`src/pkg/dpp_pkg.sv`:
```
// dpp_pkg: shared constants and types for the dual parallel port block.
// assumes an 8-bit i/o address space and 8-bit data bus from the cpu set.
package dpp_pkg;

  // i/o addresses of the eight registers
  localparam logic [7:0] GRP1_PORT_A_DATA = 8'hE4;
  localparam logic [7:0] GRP1_PORT_B_DATA = 8'hE5;
  localparam logic [7:0] GRP1_PORT_C_DATA = 8'hE6;
  localparam logic [7:0] GRP1_CONTROL     = 8'hE7;
  localparam logic [7:0] GRP2_PORT_A_DATA = 8'hE8;
  localparam logic [7:0] GRP2_PORT_B_DATA = 8'hE9;
  localparam logic [7:0] GRP2_PORT_C_DATA = 8'hEA;
  localparam logic [7:0] GRP2_CONTROL     = 8'hEB;

  // decode tags on address bits 7..2
  localparam logic [5:0] GRP1_TAG = GRP1_PORT_A_DATA[7:2];
  localparam logic [5:0] GRP2_TAG = GRP2_PORT_A_DATA[7:2];

  // low address bits within a group
  localparam logic [1:0] SEL_A    = 2'h0;
  localparam logic [1:0] SEL_B    = 2'h1;
  localparam logic [1:0] SEL_C    = 2'h2;
  localparam logic [1:0] SEL_CTRL = 2'h3;

  // control byte fields
  localparam int CW_MODE_SET = 7;
  localparam int CW_BIT_HI   = 3;
  localparam int CW_BIT_LO   = 1;
  localparam int CW_BIT_VAL  = 0;

  // port c handshake bit positions
  localparam int PC_B_PORT_IRQ_REQUEST = 0;
  localparam int PC_B_FLAG = 1;
  localparam int PC_B_STB  = 2;
  localparam int PC_A_PORT_IRQ_REQUEST = 3;
  localparam int PC_A_STB  = 4;
  localparam int PC_A_IBF  = 5;
  localparam int PC_A_ACK  = 6;
  localparam int PC_A_OBF  = 7;

  // buffer depth on the port A strobed input path
  localparam int BUF_DEPTH = 2;

  typedef enum logic [1:0] {
    DPP_MODE0 = 2'b00,
    DPP_MODE1 = 2'b01,
    DPP_MODE2 = 2'b10,
    DPP_MODE2X = 2'b11
  } dpp_mode_e;

  // laid out exactly as control byte bits 6..0
  typedef struct packed {
    dpp_mode_e a_mode;
    logic      a_in;
    logic      c_hi_in;
    logic      b_mode;
    logic      b_in;
    logic      c_lo_in;
  } dpp_ctrl_s;

  // all ports input, mode 0
  localparam dpp_ctrl_s CTRL_RST = '{DPP_MODE0, 1'b1, 1'b1, 1'b0, 1'b1, 1'b1};

  // one connector port: driven level and output enable
  typedef struct packed {
    logic [7:0] dout;
    logic [7:0] oe;
  } dpp_pin_s;

  localparam dpp_pin_s PIN_RST = '{8'h00, 8'h00};

endpackage

```
`src/logic/dpp_top.sv`:
```
// dpp_top: two programmable three-port parallel groups behind an i/o decoder.
// assumes cpu strobes and connector inputs are synchronous to core_clk.
`timescale 1ns/10ps

module dpp_top (
  input  wire logic             core_clk,
  input  wire logic             rst_n,
  input  wire logic             port_reset,
  input  wire logic [7:0]       io_addr,
  input  wire logic [7:0]       io_wdata,
  output logic      [7:0]       io_rdata,
  output logic                  io_data_oe,
  input  wire logic             io_read_n,
  input  wire logic             io_write_n,
  output logic                  group1_select_n,
  output logic                  group2_select_n,
  input  wire logic             irq_a_enable,
  input  wire logic             irq_b_enable,
  output logic                  board_irq_line_n,
  input  wire logic [7:0]       g1a_in,
  input  wire logic [7:0]       g1b_in,
  input  wire logic [7:0]       g1c_in,
  input  wire logic [7:0]       g2a_in,
  input  wire logic [7:0]       g2b_in,
  input  wire logic [7:0]       g2c_in,
  output dpp_pkg::dpp_pin_s     g1a_pins,
  output dpp_pkg::dpp_pin_s     g1b_pins,
  output dpp_pkg::dpp_pin_s     g1c_pins,
  output dpp_pkg::dpp_pin_s     g2a_pins,
  output dpp_pkg::dpp_pin_s     g2b_pins,
  output dpp_pkg::dpp_pin_s     g2c_pins,
  output logic                  g1a_xcvr_out,
  output logic                  a_buf_full
);

  ////////////////////////////////////////////////////////////////////////
  // declarations
  dpp_pkg::dpp_ctrl_s g1_ctrl, g2_ctrl;
  logic [7:0]         pa_lat, pb_lat, pc_lat, pb_in_lat, g2a_lat, g2b_lat, g2c_lat;
  logic               wr_n_q, rd_n_q, a_stb_q, a_ack_q, b_stb_q;
  logic               a_obf, a_port_irq_request_out, b_ibf, b_obf, b_port_irq_request_out;
  logic               wr_go, rd_go, g1_hit, g2_hit, clr;
  logic [1:0]         sel;
  logic               a_hs, a_mode2, a_in_side, a_out_side, b_mode1;
  logic               a_stb_fall, a_ack_fall, b_stb_fall;
  logic               a_ibf, buf_in_ready, buf_pop, port_irq_request_a, port_irq_request_b;
  logic [7:0]         buf_data, hs_own, hs_in, hs_val, g1c_rd, g2c_rd, next_rdata, next_pa_oe;

  ////////////////////////////////////////////////////////////////////////
  // bus decode
  assign wr_go  = wr_n_q & ~io_write_n;
  assign rd_go  = rd_n_q & ~io_read_n;
  assign g1_hit = (io_addr[7:2] == dpp_pkg::GRP1_TAG);
  assign g2_hit = (io_addr[7:2] == dpp_pkg::GRP2_TAG);
  assign sel    = io_addr[1:0];
  assign clr    = port_reset;

  // mode views of group 1
  assign a_hs       = (g1_ctrl.a_mode != dpp_pkg::DPP_MODE0);
  assign a_mode2    = g1_ctrl.a_mode[1];
  assign a_in_side  = a_mode2 | (a_hs & g1_ctrl.a_in);
  assign a_out_side = a_mode2 | (a_hs & ~g1_ctrl.a_in);
  assign b_mode1    = g1_ctrl.b_mode;
  assign a_stb_fall = a_stb_q & ~g1c_in[dpp_pkg::PC_A_STB];
  assign a_ack_fall = a_ack_q & ~g1c_in[dpp_pkg::PC_A_ACK];
  assign b_stb_fall = b_stb_q & ~g1c_in[dpp_pkg::PC_B_STB];
  assign buf_pop    = rd_go & g1_hit & (sel == dpp_pkg::SEL_A) & a_in_side;

  // strobe edge history and cpu strobe history
  always_ff @(posedge core_clk or negedge rst_n) begin
    if (!rst_n) begin
      {wr_n_q, rd_n_q, a_stb_q, a_ack_q, b_stb_q} <= 5'h1F;
    end else begin
      {wr_n_q, rd_n_q}             <= {io_write_n, io_read_n};
      {a_stb_q, a_ack_q, b_stb_q} <= {g1c_in[dpp_pkg::PC_A_STB], g1c_in[dpp_pkg::PC_A_ACK],
                                      g1c_in[dpp_pkg::PC_B_STB]};
    end
  end

  ////////////////////////////////////////////////////////////////////////
  // strobed port A input words queue here until the cpu reads them
  dpp_buf2 #(
    .W     (8),
    .DEPTH (dpp_pkg::BUF_DEPTH)
  ) u_a_buf (
    .core_clk  (core_clk),
    .rst_n     (rst_n),
    .clr       (clr | (wr_go & g1_hit & (sel == dpp_pkg::SEL_CTRL))),
    .in_valid  (a_in_side & a_stb_fall),
    .in_ready  (buf_in_ready),
    .in_data   (~g1a_in),
    .out_valid (a_ibf),
    .out_ready (buf_pop),
    .out_data  (buf_data)
  );

  ////////////////////////////////////////////////////////////////////////
  // group 1 control, latches and port C bit set/reset
  always_ff @(posedge core_clk or negedge rst_n) begin
    if (!rst_n) begin
      g1_ctrl                  <= dpp_pkg::CTRL_RST;
      {pa_lat, pb_lat, pc_lat} <= 24'h000000;
    end else if (clr) begin
      g1_ctrl                  <= dpp_pkg::CTRL_RST;
      {pa_lat, pb_lat, pc_lat} <= 24'h000000;
    end else if (wr_go && g1_hit) begin
      case (sel)
        dpp_pkg::SEL_A: pa_lat <= io_wdata;
        dpp_pkg::SEL_B: pb_lat <= io_wdata;
        dpp_pkg::SEL_C: pc_lat <= io_wdata;
        dpp_pkg::SEL_CTRL: begin
          if (io_wdata[dpp_pkg::CW_MODE_SET]) begin
            g1_ctrl                  <= dpp_pkg::dpp_ctrl_s'(io_wdata[6:0]);
            {pa_lat, pb_lat, pc_lat} <= 24'h000000;
          end else begin
            pc_lat[io_wdata[dpp_pkg::CW_BIT_HI:dpp_pkg::CW_BIT_LO]] <=
              io_wdata[dpp_pkg::CW_BIT_VAL];
          end
        end
        default: pa_lat <= pa_lat;
      endcase
    end
  end

  // port A output handshake flags; an ack falling in the write cycle is lost
  always_ff @(posedge core_clk or negedge rst_n) begin
    if (!rst_n) begin
      {a_obf, a_port_irq_request_out} <= 2'b00;
    end else if (clr || (wr_go && g1_hit && sel == dpp_pkg::SEL_CTRL)) begin
      {a_obf, a_port_irq_request_out} <= 2'b00;
    end else if (wr_go && g1_hit && sel == dpp_pkg::SEL_A && a_out_side) begin
      a_obf      <= 1'b1;
      a_port_irq_request_out <= 1'b0;
    end else if (a_ack_fall && a_obf) begin
      a_obf      <= 1'b0;
      a_port_irq_request_out <= 1'b1;
    end
  end

  // port B strobed input latch and flag; a strobe while the flag is set is dropped, even in the read cycle
  always_ff @(posedge core_clk or negedge rst_n) begin
    if (!rst_n) begin
      {b_ibf, pb_in_lat} <= 9'h000;
    end else if (clr || (wr_go && g1_hit && sel == dpp_pkg::SEL_CTRL)) begin
      {b_ibf, pb_in_lat} <= 9'h000;
    end else if (b_mode1 && g1_ctrl.b_in && b_stb_fall && !b_ibf) begin
      b_ibf     <= 1'b1;
      pb_in_lat <= g1b_in;
    end else if (rd_go && g1_hit && sel == dpp_pkg::SEL_B) begin
      b_ibf     <= 1'b0;
    end
  end

  // port B output handshake flags
  always_ff @(posedge core_clk or negedge rst_n) begin
    if (!rst_n) begin
      {b_obf, b_port_irq_request_out} <= 2'b00;
    end else if (clr || (wr_go && g1_hit && sel == dpp_pkg::SEL_CTRL)) begin
      {b_obf, b_port_irq_request_out} <= 2'b00;
    end else if (wr_go && g1_hit && sel == dpp_pkg::SEL_B && b_mode1 && !g1_ctrl.b_in) begin
      b_obf      <= 1'b1;
      b_port_irq_request_out <= 1'b0;
    end else if (b_stb_fall && b_obf) begin
      b_obf      <= 1'b0;
      b_port_irq_request_out <= 1'b1;
    end
  end

  ////////////////////////////////////////////////////////////////////////
  // interrupt requests; inte bits live in the port C latch
  assign port_irq_request_a = (a_in_side & pc_lat[dpp_pkg::PC_A_STB] & a_ibf) |
                  (a_out_side & pc_lat[dpp_pkg::PC_A_ACK] & a_port_irq_request_out);
  assign port_irq_request_b = b_mode1 & pc_lat[dpp_pkg::PC_B_STB] &
                  (g1_ctrl.b_in ? b_ibf : b_port_irq_request_out);

  // port C handshake ownership and values
  always_comb begin
    hs_own = 8'h00;
    hs_in  = 8'h00;
    hs_val = 8'h00;
    hs_own[dpp_pkg::PC_A_PORT_IRQ_REQUEST] = a_hs;
    hs_val[dpp_pkg::PC_A_PORT_IRQ_REQUEST] = port_irq_request_a;
    hs_in[dpp_pkg::PC_A_STB]   = a_in_side;
    hs_own[dpp_pkg::PC_A_IBF]  = a_in_side;
    hs_val[dpp_pkg::PC_A_IBF]  = a_ibf;
    hs_in[dpp_pkg::PC_A_ACK]   = a_out_side;
    hs_own[dpp_pkg::PC_A_OBF]  = a_out_side;
    hs_val[dpp_pkg::PC_A_OBF]  = ~a_obf;
    hs_own[dpp_pkg::PC_B_PORT_IRQ_REQUEST] = b_mode1;
    hs_val[dpp_pkg::PC_B_PORT_IRQ_REQUEST] = port_irq_request_b;
    hs_own[dpp_pkg::PC_B_FLAG] = b_mode1;
    hs_val[dpp_pkg::PC_B_FLAG] = g1_ctrl.b_in ? b_ibf : ~b_obf;
    hs_in[dpp_pkg::PC_B_STB]   = b_mode1;
  end

  ////////////////////////////////////////////////////////////////////////
  // port C pins per bit for both groups
  for (genvar i = 0; i < 8; i++) begin : g_pc
    localparam bit HI = (i >= 4);
    logic g1_dir_in;
    logic g2_dir_in;
    assign g1_dir_in = HI ? g1_ctrl.c_hi_in : g1_ctrl.c_lo_in;
    assign g2_dir_in = HI ? g2_ctrl.c_hi_in : g2_ctrl.c_lo_in;
    // free bits follow nibble direction; handshake bits are taken over
    assign g1c_rd[i] = hs_own[i] ? hs_val[i] : (g1_dir_in ? g1c_in[i] : pc_lat[i]);
    assign g2c_rd[i] = g2_dir_in ? g2c_in[i] : g2c_lat[i];

    always_ff @(posedge core_clk or negedge rst_n) begin
      if (!rst_n) begin
        g1c_pins.dout[i] <= 1'b0;
        g1c_pins.oe[i]   <= 1'b0;
        g2c_pins.dout[i] <= 1'b0;
        g2c_pins.oe[i]   <= 1'b0;
      end else begin
        g1c_pins.dout[i] <= hs_own[i] ? hs_val[i] : pc_lat[i];
        g1c_pins.oe[i]   <= hs_own[i] | (~hs_in[i] & ~g1_dir_in);
        g2c_pins.dout[i] <= g2c_lat[i];
        g2c_pins.oe[i]   <= ~g2_dir_in;
      end
    end
  end

  ////////////////////////////////////////////////////////////////////////
  // group 2: mode 0 only, strobed mode bits dropped on write
  always_ff @(posedge core_clk or negedge rst_n) begin
    if (!rst_n) begin
      g2_ctrl                     <= dpp_pkg::CTRL_RST;
      {g2a_lat, g2b_lat, g2c_lat} <= 24'h000000;
    end else if (clr) begin
      g2_ctrl                     <= dpp_pkg::CTRL_RST;
      {g2a_lat, g2b_lat, g2c_lat} <= 24'h000000;
    end else if (wr_go && g2_hit) begin
      case (sel)
        dpp_pkg::SEL_A: g2a_lat <= io_wdata;
        dpp_pkg::SEL_B: g2b_lat <= io_wdata;
        dpp_pkg::SEL_C: g2c_lat <= io_wdata;
        dpp_pkg::SEL_CTRL: begin
          if (io_wdata[dpp_pkg::CW_MODE_SET]) begin
            g2_ctrl        <= dpp_pkg::dpp_ctrl_s'(io_wdata[6:0]);
            g2_ctrl.a_mode <= dpp_pkg::DPP_MODE0;
            g2_ctrl.b_mode <= 1'b0;
            {g2a_lat, g2b_lat, g2c_lat} <= 24'h000000;
          end else begin
            g2c_lat[io_wdata[dpp_pkg::CW_BIT_HI:dpp_pkg::CW_BIT_LO]] <=
              io_wdata[dpp_pkg::CW_BIT_VAL];
          end
        end
        default: g2a_lat <= g2a_lat;
      endcase
    end
  end

  ////////////////////////////////////////////////////////////////////////
  // read data selection
  always_comb begin
    next_rdata = 8'h00;
    if (g1_hit) begin
      case (sel)
        dpp_pkg::SEL_A:
          next_rdata = a_in_side ? buf_data : (g1_ctrl.a_in ? ~g1a_in : pa_lat);
        dpp_pkg::SEL_B:
          next_rdata = !g1_ctrl.b_in ? pb_lat : (b_mode1 ? pb_in_lat : g1b_in);
        dpp_pkg::SEL_C: next_rdata = g1c_rd;
        default:        next_rdata = 8'h00;
      endcase
    end else if (g2_hit) begin
      case (sel)
        dpp_pkg::SEL_A: next_rdata = g2_ctrl.a_in ? g2a_in : g2a_lat;
        dpp_pkg::SEL_B: next_rdata = g2_ctrl.b_in ? g2b_in : g2b_lat;
        dpp_pkg::SEL_C: next_rdata = g2c_rd;
        default:        next_rdata = 8'h00;
      endcase
    end
  end

  // port A drive: mode 2 enables output only while ack is low
  assign next_pa_oe = a_mode2 ? {8{~g1c_in[dpp_pkg::PC_A_ACK]}} : {8{~g1_ctrl.a_in}};

  ////////////////////////////////////////////////////////////////////////
  // registered outputs
  always_ff @(posedge core_clk or negedge rst_n) begin
    if (!rst_n) begin
      io_rdata         <= 8'h00;
      io_data_oe       <= 1'b0;
      group1_select_n  <= 1'b1;
      group2_select_n  <= 1'b1;
      board_irq_line_n <= 1'b1;
      {g1a_pins, g1b_pins, g2a_pins, g2b_pins} <= {4{dpp_pkg::PIN_RST}};
      g1a_xcvr_out     <= 1'b0;
      a_buf_full       <= 1'b0;
    end else begin
      if (rd_go) begin
        io_rdata <= next_rdata;
      end
      io_data_oe       <= ~io_read_n & (g1_hit | g2_hit);
      group1_select_n  <= ~g1_hit;
      group2_select_n  <= ~g2_hit;
      board_irq_line_n <= ~((a_hs & irq_a_enable & port_irq_request_a) |
                            (b_mode1 & irq_b_enable & port_irq_request_b));
      g1a_pins.dout    <= ~pa_lat;
      g1a_pins.oe      <= next_pa_oe;
      g1b_pins.dout    <= pb_lat;
      g1b_pins.oe      <= {8{~g1_ctrl.b_in}};
      g2a_pins.dout    <= g2a_lat;
      g2a_pins.oe      <= {8{~g2_ctrl.a_in}};
      g2b_pins.dout    <= g2b_lat;
      g2b_pins.oe      <= {8{~g2_ctrl.b_in}};
      g1a_xcvr_out     <= next_pa_oe[0];
      a_buf_full       <= ~buf_in_ready;
    end
  end
endmodule

```
`src/logic/dpp_buf2.sv`:
```
// dpp_buf2: small valid/ready buffer, default two entries.
// assumes a single clock; clr empties it synchronously.
`timescale 1ns/10ps
module dpp_buf2 #(
  parameter int W     = 8,
  parameter int DEPTH = dpp_pkg::BUF_DEPTH
) (
  input  wire logic         core_clk,
  input  wire logic         rst_n,
  input  wire logic         clr,
  input  wire logic         in_valid,
  output logic              in_ready,
  input  wire logic [W-1:0] in_data,
  output logic              out_valid,
  input  wire logic         out_ready,
  output logic      [W-1:0] out_data
);
  localparam int AW = (DEPTH > 1) ? $clog2(DEPTH) : 1;

  logic [W-1:0]  mem [DEPTH];
  logic [AW-1:0] wr_ptr;
  logic [AW-1:0] rd_ptr;
  logic [AW:0]   count;
  logic          push;
  logic          pop;

  // honest full and empty
  assign in_ready  = (count != (AW+1)'(DEPTH));
  assign out_valid = (count != '0);
  assign out_data  = mem[rd_ptr];
  assign push      = in_valid & in_ready;
  assign pop       = out_valid & out_ready;

  ////////////////////////////////////////////////////////////////////////
  // storage
  always_ff @(posedge core_clk) begin
    if (push) begin
      mem[wr_ptr] <= in_data;
    end
  end

  // pointers and fill level
  always_ff @(posedge core_clk or negedge rst_n) begin
    if (!rst_n) begin
      wr_ptr <= '0;
      rd_ptr <= '0;
      count  <= '0;
    end else if (clr) begin
      wr_ptr <= '0;
      rd_ptr <= '0;
      count  <= '0;
    end else begin
      if (push) begin
        wr_ptr <= (wr_ptr == AW'(DEPTH - 1)) ? '0 : wr_ptr + 1'b1;
      end
      if (pop) begin
        rd_ptr <= (rd_ptr == AW'(DEPTH - 1)) ? '0 : rd_ptr + 1'b1;
      end
      count <= count + (AW+1)'(push) - (AW+1)'(pop);
    end
  end
endmodule

```
`config.mk`:
```
export PLATFORM = sky130hd
export DESIGN_NAME = dpp_top
export DESIGN_NICKNAME = d
export VERILOG_FILES = /design/src/pkg/dpp_pkg.sv /design/src/logic/dpp_top.sv /design/src/logic/dpp_buf2.sv
export SDC_FILE = /design/constraint.sdc
export NUM_CORES = 1
export LEC_CHECK = 0
export ABC_AREA = 1
export ABC_CLOCK_PERIOD_IN_PS = 5400
export BUFFER_PORTS_ARGS = -buffer_cell sky130_fd_sc_hd__buf_2
export CORE_ASPECT_RATIO = 2
export CORE_UTILIZATION = 35
export DETAILED_ROUTE_END_ITERATION = 10
export SLEW_MARGIN = 10
export SYNTH_ARGS = -nofsm -noshare
export SYNTH_HDL_FRONTEND = slang
export SYNTH_SLANG_ARGS = --single-unit
```
`constraint.sdc`:
```
create_clock -name core_clk -period 5.4 [get_ports core_clk]
set_clock_uncertainty 0.15 [all_clocks]
set_input_delay 0.27 -clock core_clk [delete_from_list [all_inputs] [get_ports core_clk]]
set_output_delay 0.27 -clock core_clk [all_outputs]
set_load 0.02 [all_outputs]
```
==> summary.md <==
| Metric | Value |
|---|---|
| Outcome | `complete, but fails checks` |
| Failing checks | `DRC` |
| Row cnt | `between 70 and 80` |
| Detail Route Antenna Nets | `0` |
| CTS Buffer Depth | `2` |
| WL final | `23800 um` |
| Fraction of layout cells with a size suffix above 1 | `a little under a quarter` |
| Root Driver | `clkbuf_16` |
| Average cell area after synthesis | `about 8.4 um^2` |
| Seq/Total Area, Yosys | `between 50% and 60%` |
| Critical Path Sink Type | `flip-flop` |
| Initial Utilization | `between 30% and 40%` |
| DRT Pass-1 Iters | `8` |
| Initial antenna violation count | `1` |
| PortBufs | `between 150 and 200` |
| Final Total Pwr | `0.00325 W` |
| Leak Pwr | `4.87 nW` |
| DP HPWL | `18400 um` |
| Global-route wire length before repair | `between 30000 and 40000 um` |
| Max FO, Critical Path | `17` |
| CTS sink cnt | `171` |
| Max-slew violations | `0` |
| Area after DPL | `8660 um^2` |
| Max Fclk | `385 MHz` |
| Vias in the first global route | `6479` |
| Number of hold buffers added after CTS | `26` |
| Placer Congestion | `~0.9` |
| YS warnings | `0` |
| Arr. time, crit path | `2770 ps` |
| Count of cell types in the netlist | `34` |
| DIE HEIGHT | `213 um` |
| Die X | `108 um` |
| Fin. Hold Viols | `0` |
| Peak supply drop | `160 uV` |
| Final cycle utilization of the critical path | `48.1%` |
| Die ar. | `23000 um^2` |
| Largest net degree at the start of global routing | `67` |
| Syn_nets | `998` |
| All-Layer GR Usage | `21.8%` |
| Fin Setup TNS | `0 ps` |
| CTS clk-pin slew, worst paths | `70 ps` |
| Area grow syn2layout | `21.3%` |
| # IOs | `181` |
| Maxcap violations | `0` |
| CORE AREA | `22000 um^2` |
| Worst Path Required | `5580 ps` |
| Post-synthesis register bit count | `171` |
| Synthesized instance count | `between 900 and 1000` |
| DRT iter0 DRCs | `402` |
| CTS tree | `done` |
| Worst Tran Pin Value | `823 ps` |
| Final setup viols | `0` |
| Crit Path Class | `flip-flop to flip-flop` |
| Startpoint types | `flip-flop` |
| Pwr dens | `343 nW/um^2` |
| Skew-Pair Late Insertion Delay | `440 ps` |
| Core Util, Final | `43.1%` |
| Min Tclk post-route | `~2600 ps` |
| Nets@finish | `1163` |
| RSZ-0062 raised after global routing | `no` |
| Routed len/inst | `17.2 um` |
| Cell area after layout | `9470 um^2` |
| Htree depth | `4` |
| Worst min path class | `primary input to flip-flop` |
| Post-CTS Resized | `0` |
| Aggregate global routing overflow | `0` |
| Rel. slew slack | `45.1%` |
| DR vias | `approximately 6700` |
| Postcts setup bufs | `0` |
| Drc violations | `1` |
| Post-DR vias/cell | `approximately 4.8` |
| Total CTS buffers | `17` |
| Post-Syn Area | `7810 um^2` |
[cell families after synthesis]
family                   count (synthesis)  share of synthesized area (%)
buffers and inverters                  159                           10.1
flip-flops                             171                           56.1
AO/OA/AOI/OAI                          110                           7.62
AND/OR/NAND/NOR                        481                           25.7
adder cells (fa/ha/maj)                  2                          0.320
XOR/XNOR                                 2                          0.224
[cell usage in the layout (no fill, tap or decap), drive strengths merged]
| cell | n |
|---|---|
| clkinv | 5 |
| xor2 | 1 |
| clkinvlp | 4 |
| o21ai | 85 |
| a31oi | 2 |
| and3 | 1 |
| xnor2 | 1 |
| inv | 97 |
| nor3 | 5 |
| dlygate4sd3 | 26 |
| dfrtp | 139 |
| ha | 2 |
| nand2 | 301 |
| edfxtp | 16 |
| nand4 | 7 |
| dfstp | 16 |
| nor2 | 84 |
| o211ai | 10 |
| a21oi | 12 |
| clkbuf | 22 |
| buf | 183 |
| diode | 1 |
| nand3 | 83 |
| o21a | 1 |
[cell usage after synthesis, drive strengths merged]
library cell  count  area, um^2
and3              1        6.26
o21ai            85         429
nor2             84         320
dfrtp           139        3480
a21oi            12        71.3
edfxtp           16         480
clkbuf            7        26.3
a31oi             2        12.5
xor2              1        8.76
buf              56         398
xnor2             1        8.76
ha                2        25.0
nand4             7        43.8
nand2           301        1180
clkinv            3        11.3
nor3              5        41.3
dfstp            16         420
o211ai           10        75.1
o21a              1        7.51
nand3            83         415
inv              93         352
[registers in the layout (all words and copies together) (netlist names), 2 cells and up]
register,count
g2c_lat,8
g2a_lat,8
g1a_pins,9
g_pc.g2_dir_in,2
u_a_buf.mem,16
g2_ctrl,2
u_a_buf.count,2
pa_lat,8
pc_lat,8
g2c_pins,10
g2b_lat,8
g1_ctrl,3
g_pc.g1_dir_in,2
g2a_pins,9
pb_lat,8
g2b_pins,9
pb_in_lat,8
g1c_pins,15
io_rdata,8
g1b_pins,9
[path summary, 6_finish.rpt]
check	to	slack [ps]	startpoint	depth (start not counted)
max	u_a_buf.count[1]	2800	g1_ctrl[4]	10
min	b_mode1	40	io_wdata[2]	3
max reg2reg	u_a_buf.count[1]	2800	g1_ctrl[4]	10
min reg2reg	g1b_pins[13]	260	pb_lat[5]	0
max in group asynchronous	pb_in_lat[1]	3760	rst_n	3
min in group asynchronous	g1c_pins[12]	160	rst_n	2
[per-stage QoR]
step | worst slack, ps | hold slack, ps | instances
floorplan | 3320 | -176 | 925
global placement | 2890 | 62.7 | 1321
detailed placement | 2800 | 62.4 | 1321
CTS | 2800 | 21.5 | 1379
global route | 2620 | 46.6 | 1380
finish | 2800 | 39.4 | 1380
[critical path: stages, from the launching register on]
cell and delay [ps]:
dfstp_2 710, nand2_1 90, nand2_1 360, nand2_1 170
nor2_1 160, and3_1 200, ha_1 240, inv_1 60
ha_1 150, xor2_1 140, nor2_1 60
[where the power goes]
group	total (W)	leakage (nW)	internal, W	switching (W)
sequential	0.00152	2.12	0.00142	0.000103
combinational	0.000588	2.50	0.000184	0.000404
clock	0.00114	0.254	0.000619	0.000522
[final cells by class]
class | count | area (um^2)
fill | 2242 | 12500
clock inverter | 10 | 82.6
clock buffer | 22 | 464
inverter | 96 | 363
tap | 276 | 345
sequential | 171 | 4380
multi-input combinational | 595 | 2650
timing repair buffer | 209 | 1190
antenna | 1 | 2.50
[routing by layer]
layer	track usage [%]	share of wire (%)
met5	0	0
met3	3.75	4.8
met2	40.7	56
met4	12.5	5.0
met1	22.2	34
No activity file was read; power rests on OpenSTA's default activity.
